<file path="src/rtl/slice_consts.svh">
// Offsets, widths, reset value and encodings of the arithmetic slice
`ifndef SLICE_CONSTS_SVH
`define SLICE_CONSTS_SVH

`define ADDR_W        8
`define OP_W          16
`define CFG_W         13
`define CFG_ADDR      8'h00
`define RESULT_ADDR   8'h04
`define CFG_RESET     13'h0000
`define RESP_OKAY     2'h0
`define RESP_SLVERR   2'h2
`define CSRC_ZERO     2'h0
`define CSRC_ONE      2'h1
`define CSRC_CASCADE  2'h2
`define CSRC_FABRIC   2'h3
`define BYTE_LANES    4

`endif

</file>
<file path="src/rtl/slice_pkg.sv">
// Types shared by the arithmetic slice files
`include "slice_consts.svh"

package slice_pkg;

    typedef enum logic [1:0]
    {
        MODE_MULT   = 2'h0,
        MODE_ADDSUB = 2'h1,
        MODE_ACCUM  = 2'h2,
        MODE_MAC    = 2'h3
    } mode_type;

    typedef struct packed {
        logic       b_signed;
        logic       a_signed;
        logic [1:0] upper_carry_source;
        logic [1:0] lower_carry_source;
        mode_type   mode;
        logic       pipe_en;
        logic       d_reg_en;
        logic       c_reg_en;
        logic       b_reg_en;
        logic       a_reg_en;
    } cfg_type;

    typedef struct packed {
        logic [`OP_W-1:0] a;
        logic [`OP_W-1:0] b;
        logic [`OP_W-1:0] c;
        logic [`OP_W-1:0] d;
    } operands_type;

    typedef struct packed {
        logic operand_a_hold;
        logic operand_b_hold;
        logic operand_c_hold;
        logic operand_d_hold;
        logic upper_input_reset;
        logic lower_input_reset;
        logic upper_accum_reset;
        logic lower_accum_reset;
        logic upper_accum_load;
        logic lower_accum_load;
        logic upper_sub_select;
        logic lower_sub_select;
        logic upper_accum_hold;
        logic lower_accum_hold;
    } controls_type;

    typedef struct packed {
        cfg_type             cfg;
        logic [`OP_W-1:0]    a_q;
        logic [`OP_W-1:0]    b_q;
        logic [`OP_W-1:0]    c_q;
        logic [`OP_W-1:0]    d_q;
        logic [`OP_W-1:0]    top_pipe;
        logic [`OP_W-1:0]    bot_pipe;
        logic [31:0]         product;
        logic [31:0]         accum;
        logic                carry_q;
        logic                aw_full;
        logic [`ADDR_W-1:0]  aw_addr;
        logic                w_full;
        logic [31:0]         w_data;
        logic [3:0]          w_strb;
        logic                bvalid;
        logic [1:0]          bresp;
        logic                rvalid;
        logic [31:0]         rdata;
        logic [1:0]          rresp;
    } state_type;

endpackage

</file>
<file path="src/rtl/slice_addsub.sv">
// One 16-bit adder/subtractor half of the slice
`timescale 1ns/1ps

module slice_addsub
(
    input  wire logic [15:0] augend,
    input  wire logic [15:0] addend,
    input  wire logic        carry_in,
    input  wire logic        sub_select,
    output logic      [15:0] sum,
    output logic             carry_out
);

    logic [16:0] wide;

    // Add gives W+X+cin, subtract gives W-X-cin; bit 16 is carry or borrow
    always_comb
    begin
        if (sub_select)
        begin
            wide = {1'b0, augend} - {1'b0, addend} - {16'h0000, carry_in};
        end
        else
        begin
            wide = {1'b0, augend} + {1'b0, addend} + {16'h0000, carry_in};
        end
        sum       = wide[15:0];
        carry_out = wide[16];
    end

endmodule

</file>
<file path="src/rtl/slice_top.sv">
// Multiply/add/accumulate slice with AXI4-Lite configuration port
`timescale 1ns/1ps
`include "slice_consts.svh"

module slice_top
#(
    parameter logic [`CFG_W-1:0] CFG_DEFAULT = `CFG_RESET
)
(
    input  wire logic                      aclk,
    input  wire logic                      aresetn,
    input  wire logic [`ADDR_W-1:0]        awaddr,
    input  wire logic                      awvalid,
    output logic                           awready,
    input  wire logic [31:0]               wdata,
    input  wire logic [3:0]                wstrb,
    input  wire logic                      wvalid,
    output logic                           wready,
    output logic [1:0]                     bresp,
    output logic                           bvalid,
    input  wire logic                      bready,
    input  wire logic [`ADDR_W-1:0]        araddr,
    input  wire logic                      arvalid,
    output logic                           arready,
    output logic [31:0]                    rdata,
    output logic [1:0]                     rresp,
    output logic                           rvalid,
    input  wire logic                      rready,
    input  wire logic                      clk_enable,
    input  wire slice_pkg::operands_type   ops,
    input  wire slice_pkg::controls_type   ctrl,
    input  wire logic                      cascade_carry_in,
    input  wire logic                      fabric_carry_input,
    output logic [31:0]                    result,
    output logic                           cascade_carry_out
);

    // ==========================================================
    // State and combinational nets
    slice_pkg::state_type    s;
    slice_pkg::state_type    next_s;
    logic [`OP_W-1:0]        a_op;
    logic [`OP_W-1:0]        b_op;
    logic [`OP_W-1:0]        c_op;
    logic [`OP_W-1:0]        d_op;
    logic [`OP_W-1:0]        mult_a;
    logic [`OP_W-1:0]        mult_b;
    logic signed [16:0]      mult_a_ext;
    logic signed [16:0]      mult_b_ext;
    logic signed [33:0]      mult_full;
    logic [31:0]             product_comb;
    logic [31:0]             mult_out;
    logic [`OP_W-1:0]        upper_w;
    logic [`OP_W-1:0]        upper_x;
    logic [`OP_W-1:0]        lower_y;
    logic [`OP_W-1:0]        lower_z;
    logic [`OP_W-1:0]        upper_sum;
    logic [`OP_W-1:0]        lower_sum;
    logic                    upper_carry_in;
    logic                    lower_carry_in;
    logic                    upper_carry_out;
    logic                    lower_carry_out;
    logic [31:0]             cfg_word;
    logic [31:0]             merged;
    logic                    write_go;

    function automatic logic pick_carry(input logic [1:0] src, input logic chain, input logic fabric);
        case (src)
            `CSRC_ZERO:    pick_carry = 1'b0;
            `CSRC_ONE:     pick_carry = 1'b1;
            `CSRC_CASCADE: pick_carry = chain;
            `CSRC_FABRIC:  pick_carry = fabric;
            default:       pick_carry = 1'b0;
        endcase
    endfunction

    // ==========================================================
    // Bus handshakes and outputs
    assign awready           = !s.aw_full && !s.bvalid;
    assign wready            = !s.w_full && !s.bvalid;
    assign arready           = !s.rvalid;
    assign bvalid            = s.bvalid;
    assign bresp             = s.bresp;
    assign rvalid            = s.rvalid;
    assign rdata             = s.rdata;
    assign rresp             = s.rresp;
    assign result            = s.accum;
    assign cascade_carry_out = s.carry_q;
    assign write_go          = s.aw_full && s.w_full;
    assign cfg_word          = {{(32-`CFG_W){1'b0}}, s.cfg};

    // Byte lanes of a configuration write merge with the current value
    genvar lane;
    generate
        for (lane = 0; lane < `BYTE_LANES; lane++)
        begin : g_lane
            assign merged[8*lane +: 8] = s.w_strb[lane] ? s.w_data[8*lane +: 8] : cfg_word[8*lane +: 8];
        end
    endgenerate

    // ==========================================================
    // Operand paths and multiplier
    assign a_op = s.cfg.a_reg_en ? s.a_q : ops.a;
    assign b_op = s.cfg.b_reg_en ? s.b_q : ops.b;
    assign c_op = s.cfg.c_reg_en ? s.c_q : ops.c;
    assign d_op = s.cfg.d_reg_en ? s.d_q : ops.d;

    assign mult_a       = s.cfg.pipe_en ? s.top_pipe : a_op;
    assign mult_b       = s.cfg.pipe_en ? s.bot_pipe : b_op;
    assign mult_a_ext   = signed'({s.cfg.a_signed & mult_a[15], mult_a});
    assign mult_b_ext   = signed'({s.cfg.b_signed & mult_b[15], mult_b});
    assign mult_full    = mult_a_ext * mult_b_ext;
    assign product_comb = mult_full[31:0];
    assign mult_out     = s.cfg.pipe_en ? s.product : product_comb;

    // ==========================================================
    // Adder inputs chosen by the configured function
    always_comb
    begin
        upper_w = s.accum[31:16];
        upper_x = a_op;
        lower_y = s.accum[15:0];
        lower_z = b_op;
        case (s.cfg.mode)
            slice_pkg::MODE_MULT:
            begin
                upper_w = 16'h0000;
                upper_x = mult_out[31:16];
                lower_y = 16'h0000;
                lower_z = mult_out[15:0];
            end
            slice_pkg::MODE_ADDSUB:
            begin
                upper_w = c_op;
                lower_y = d_op;
            end
            slice_pkg::MODE_ACCUM:
            begin
                upper_x = a_op;
                lower_z = b_op;
            end
            slice_pkg::MODE_MAC:
            begin
                upper_x = mult_out[31:16];
                lower_z = mult_out[15:0];
            end
            default:
            begin
                upper_w = 16'h0000;
                lower_y = 16'h0000;
            end
        endcase
    end

    assign lower_carry_in = pick_carry(s.cfg.lower_carry_source, cascade_carry_in, fabric_carry_input);
    assign upper_carry_in = pick_carry(s.cfg.upper_carry_source, lower_carry_out, fabric_carry_input);

    slice_addsub u_upper
    (
        .augend     (upper_w),
        .addend     (upper_x),
        .carry_in   (upper_carry_in),
        .sub_select (ctrl.upper_sub_select),
        .sum        (upper_sum),
        .carry_out  (upper_carry_out)
    );

    slice_addsub u_lower
    (
        .augend     (lower_y),
        .addend     (lower_z),
        .carry_in   (lower_carry_in),
        .sub_select (ctrl.lower_sub_select),
        .sum        (lower_sum),
        .carry_out  (lower_carry_out)
    );

    // ==========================================================
    // Next state
    always_comb
    begin
        next_s = s;
        if (awvalid && awready)
        begin
            next_s.aw_full = 1'b1;
            next_s.aw_addr = awaddr;
        end
        if (wvalid && wready)
        begin
            next_s.w_full = 1'b1;
            next_s.w_data = wdata;
            next_s.w_strb = wstrb;
        end
        if (write_go)
        begin
            next_s.aw_full = 1'b0;
            next_s.w_full  = 1'b0;
            next_s.bvalid  = 1'b1;
            if ({s.aw_addr[`ADDR_W-1:2], 2'b00} == `CFG_ADDR)
            begin
                next_s.cfg   = slice_pkg::cfg_type'(merged[`CFG_W-1:0]);
                next_s.bresp = `RESP_OKAY;
            end
            else
            begin
                next_s.bresp = `RESP_SLVERR;
            end
        end
        else if (s.bvalid && bready)
        begin
            next_s.bvalid = 1'b0;
        end
        if (arvalid && arready)
        begin
            next_s.rvalid = 1'b1;
            next_s.rresp  = `RESP_OKAY;
            case ({araddr[`ADDR_W-1:2], 2'b00})
                `CFG_ADDR:    next_s.rdata = cfg_word;
                `RESULT_ADDR: next_s.rdata = s.accum;
                default:
                begin
                    next_s.rdata = 32'h0000_0000;
                    next_s.rresp = `RESP_SLVERR;
                end
            endcase
        end
        else if (s.rvalid && rready)
        begin
            next_s.rvalid = 1'b0;
        end

        // Slice storage moves only on an enabled edge; resets win over hold and load
        if (clk_enable)
        begin
            if (ctrl.upper_input_reset)
                next_s.a_q = 16'h0000;
            else if (!ctrl.operand_a_hold)
                next_s.a_q = ops.a;
            if (ctrl.lower_input_reset)
                next_s.b_q = 16'h0000;
            else if (!ctrl.operand_b_hold)
                next_s.b_q = ops.b;
            if (ctrl.upper_input_reset || ctrl.lower_input_reset)
                next_s.c_q = 16'h0000;
            else if (!ctrl.operand_c_hold)
                next_s.c_q = ops.c;
            if (!ctrl.operand_d_hold)
                next_s.d_q = ops.d;
            next_s.top_pipe = ctrl.upper_input_reset ? 16'h0000 : a_op;
            next_s.bot_pipe = ctrl.lower_input_reset ? 16'h0000 : b_op;
            next_s.product  = ctrl.lower_input_reset ? 32'h0000_0000 : product_comb;
            if (ctrl.upper_accum_reset)
            begin
                next_s.accum[31:16] = 16'h0000;
                next_s.carry_q      = 1'b0;
            end
            else if (!ctrl.upper_accum_hold)
            begin
                next_s.accum[31:16] = ctrl.upper_accum_load ? c_op : upper_sum;
                next_s.carry_q      = upper_carry_out;
            end
            if (ctrl.lower_accum_reset)
                next_s.accum[15:0] = 16'h0000;
            else if (!ctrl.lower_accum_hold)
                next_s.accum[15:0] = ctrl.lower_accum_load ? d_op : lower_sum;
        end

        if (!aresetn)
        begin
            next_s     = '0;
            next_s.cfg = slice_pkg::cfg_type'(CFG_DEFAULT);
        end
    end

    always_ff @(posedge aclk)
    begin
        s <= next_s;
    end
endmodule

</file>
<file path="config.mk">
export PLATFORM = sky130hd
export DESIGN_NAME = slice_top
export DESIGN_NICKNAME = d
export VERILOG_FILES = /design/src/rtl/slice_pkg.sv /design/src/rtl/slice_addsub.sv /design/src/rtl/slice_top.sv
export VERILOG_INCLUDE_DIRS = /design/src /design/src/rtl
export SDC_FILE = /design/constraint.sdc
export NUM_CORES = 2
export LEC_CHECK = 0
export BUFFER_PORTS_ARGS = -buffer_cell sky130_fd_sc_hd__buf_2
export CAP_MARGIN = 20
export CORE_MARGIN = 3
export CORE_UTILIZATION = 40
export CTS_CLUSTER_SIZE = 16
export DETAILED_ROUTE_END_ITERATION = 16
export GPL_TIMING_DRIVEN = 0
export PLACE_DENSITY_LB_ADDON = 0.08
export SLEW_MARGIN = 10
export SYNTH_ARGS = -nofsm -noshare
export SYNTH_HDL_FRONTEND = slang
export SYNTH_HIERARCHICAL = 1
export SYNTH_SLANG_ARGS = --single-unit
</file>
<file path="constraint.sdc">
create_clock -name aclk -period 27.7 [get_ports aclk]
set_input_delay 0 -clock aclk [delete_from_list [all_inputs] [get_ports aclk]]
set_output_delay 0 -clock aclk [all_outputs]
set_load 0.1 [all_outputs]
</file>
==> results_dict.tcl <==
set metrics [dict create \
    yosysSeqAreaShare_pct 17.5 \
    clk_pin_slew_ns 0.06 \
    yosysWarnings 6 \
    dp.cells 4191 \
    syn_avg_cell_area_sq_um 8.45 \
    initial_core_util_pct 40.9 \
    required_ns 28.16 \
    netlist.area_leader.share_pct 21.8 \
    fin_worst_skew_ns 0.0164 \
    antenna_found_initial 1 \
    grt_max_degree 15 \
    crit_arrival_ns 15.07 \
    critical-path-max-stage-delay_ns 0.93 \
    crit_end "result[29]" \
    initialDrtViolationCount 1735 \
    cp_max_fo 10 \
    fin_crit_ns 14.60 \
    n_fill_cell 6424 \
    cts_buffer_depth 3 \
    max_freq_mhz 68.5 \
    clock_latency_ns 0.58 \
    wirelength_mm 93.2 \
    post-place-ws_ns 13.24 \
    cts_tree "done" \
    criticalPathCategory "flop to flop" \
    finalHoldViolations 2 \
    crit_top_cell "inv_1" \
    drive_gt1_share_pct 13.7 \
    diodes 0 \
    setup_tns_ns 0 \
    synth_area_leaders "fa_1, dfxtp_1, ha_1" \
    coreArea_sq_um 65200 \
    cts_root_buf "clkbuf_16" \
    status "finished with violations" \
    drc 0 \
    die_area_sq_um 69700 \
    vias_per_cell 5.34 \
    slew_headroom_pct 21.4 \
    fin_crit_sh_pct 52.7 \
    dp_hpwl_mm 76.8 \
    port_buffers 180 \
    ios 214 \
    grt_pass1_wl_mm 142 \
    timing.hold.ws_ns -0.00394 \
    worst_pin_slew_ns 1.15 \
    cap_violations 0 \
    ys_dominant_reg_cell "dfxtp_1" \
    vias 23346 \
    synth_seq_cells 233 \
    start_kind "flop" \
    slew_viol_final 0 \
    grt_pass1_vias 23896 \
    finalNetCount 4102 \
    synth_largest_area_cell "fa_1" \
    htree_levels 1 \
    cts_num_sinks 233 \
    r2r_slack_ns 13.10 \
    setup_viol 0 \
    hold_path.class "primary input to flop" \
    rr_startpoint "cfg_word[4]" \
    synth-edff-count 0 \
    gr-total-overflow 0 \
    end_kind "flop" \
    netlist_area_sq_um 26600 \
    place_congestion 0.927 \
    syn_to_final_growth_pct 15.7 \
    reg2regPathDepth 51 \
    cts_buffers 28 \
    slowest_stage "mux2i_1" \
    fp-row-count 93 \
    synthArstFlopShare_pct 0 \
    dieHeight_um 264 \
    crit_path_start "cfg_word[4]" \
    yosysUniqueCellTypes 88 \
    wl_per_cell_um 21.3 \
    fin_cells 4373 \
    die_x_um 264 \
    reg2reg_to "result[29]" \
    ant_nets 0 \
    grt_use_total_pct 26.1 \
    syn-instance-count 3153 \
    fin_ws_ns 13.10 \
    violations "hold timing" \
    post_cts_buffers 0 \
    rsz0062_at_grt "false" \
    dr.pass1.iters 6 \
]
-- through the flow --
stage | util, % | hold slack [ns] | area, sq um
global route | 47.3 | 0.00676 | 30800
finish | 47.3 | -0.00394 | 30800
CTS | 47.3 | 0.00328 | 30800
global placement | 43.9 | 0.239 | 28600
detailed placement | 44.0 | 0.250 | 28700
floorplan | - | 0.138 | 26600
-- cell usage in the layout, fill, tap and decap left out, types with 8 or more instances in the layout --
master / synthesis / routed
o21ai_1: 16 / 16
buf_1: 12 / 12
and2_1: 34 / 34
a21boi_0: 51 / 51
nor3_1: 27 / 27
o21ai_0: 107 / 107
o21a_1: 13 / 13
o21bai_1: 8 / 8
clkbuf_1: 118 / 125
a31oi_1: 13 / 13
mux2_2: 126 / 126
nor4_1: 9 / 9
a22oi_1: 114 / 114
xor2_1: 30 / 30
a211oi_1: 9 / 9
nand2_1: 355 / 355
fa_1: 290 / 290
a22o_1: 9 / 9
nor2b_1: 167 / 167
buf_4: 69 / 74
nand2b_1: 44 / 44
clkbuf_16: 0 / 28
ha_1: 174 / 174
buf_2: 4 / 185
inv_1: 444 / 444
a21o_1: 13 / 13
dlygate4sd3_1: 0 / 128
nor2_1: 219 / 219
dfxtp_1: 233 / 233
a21oi_1: 123 / 123
mux2i_1: 87 / 80
and3_1: 9 / 9
xnor2_1: 54 / 54
nand3_1: 33 / 33
clkbuf_8: 3 / 8
-- state kept, by name (all words and copies together) (netlist names) --
name,flops
s,151
rdata,32
result,32
cfg_word,13
bresp,1
bvalid,1
cascade_carry_out,1
rresp,1
rvalid,1
-- worst min-delay path by stage --
stage               depth (start not counted)  slack [ns]        end     from
global placement                            2        0.24     rvalid  arvalid
finish                                      4      -0.004  result[1]  ctrl[6]
floorplan                                   1        0.14     rvalid  arvalid
detailed placement                          2        0.25     rvalid  arvalid
CTS                                         4       0.003  result[1]  ctrl[6]
global route                                4       0.007  result[3]  ctrl[6]
-- worst max-delay path, delay by kind of cell (launching register included) --
kind	cells	cell delay, ns
and+or+nand+nor	5	0.54
xor gates and xnor gates	2	0.40
buffers and inverters	14	2.81
muxes	2	1.24
AOI/OAI and AO/OA	17	4.32
adders and majority gates	11	4.84
DFF	1	0.31
-- cells in the mapped netlist, types with 12 or more instances --
master and number:
inv_1 444, nand2_1 355, fa_1 290, dfxtp_1 233
nor2_1 219, ha_1 174, nor2b_1 167, mux2_2 126
a21oi_1 123, clkbuf_1 118, a22oi_1 114, o21ai_0 107
mux2i_1 87, buf_4 69, xnor2_1 54, a21boi_0 51
nand2b_1 44, and2_1 34, nand3_1 33, xor2_1 30
nor3_1 27, o21ai_1 16, a21o_1 13, a31oi_1 13
o21a_1 13, buf_1 12
-- layout make-up --
type | instances | area, sq um | area share (%)
flip-flops and latches | 233 | 4660 | 15.1
multi-input cells | 2263 | 19200 | 62.4
repair buffers | 314 | 2220 | 7.22
plain buffers | 207 | 1080 | 3.51
well taps | 855 | 1070 | 3.47
clock inverters | 10 | 73.8 | 0.239
inverters | 451 | 1690 | 5.49
clock buffers | 40 | 796 | 2.58
-- metal layers --
metal / part of all wire, % / GRT usage [%]
met5: 0.014 / 0
met1: 45 / 35.4
met4: 2.9 / 7.01
met2: 48 / 44.7
met3: 4.6 / 2.12
-- logic make-up after synthesis --
logic type | count (synthesis) | synth area share (%)
buffers and inverters | 658 | 10.4
AOI/OAI and AO/OA | 565 | 14.3
muxes | 213 | 8.60
DFF | 233 | 17.5
adders and majority gates | 464 | 30.0
and+or+nand+nor | 935 | 16.5
xor gates and xnor gates | 84 | 2.76
other | 1 | 0.0141
-- what timing repair did --
item                      CTS  global route
hold buffers              128             0
hold endpoints to repair  133             0
gates resized for setup     0             0
Power is not shown: default switching activity piles up to over one toggle a cycle in this logic, so the estimate is an artifact.
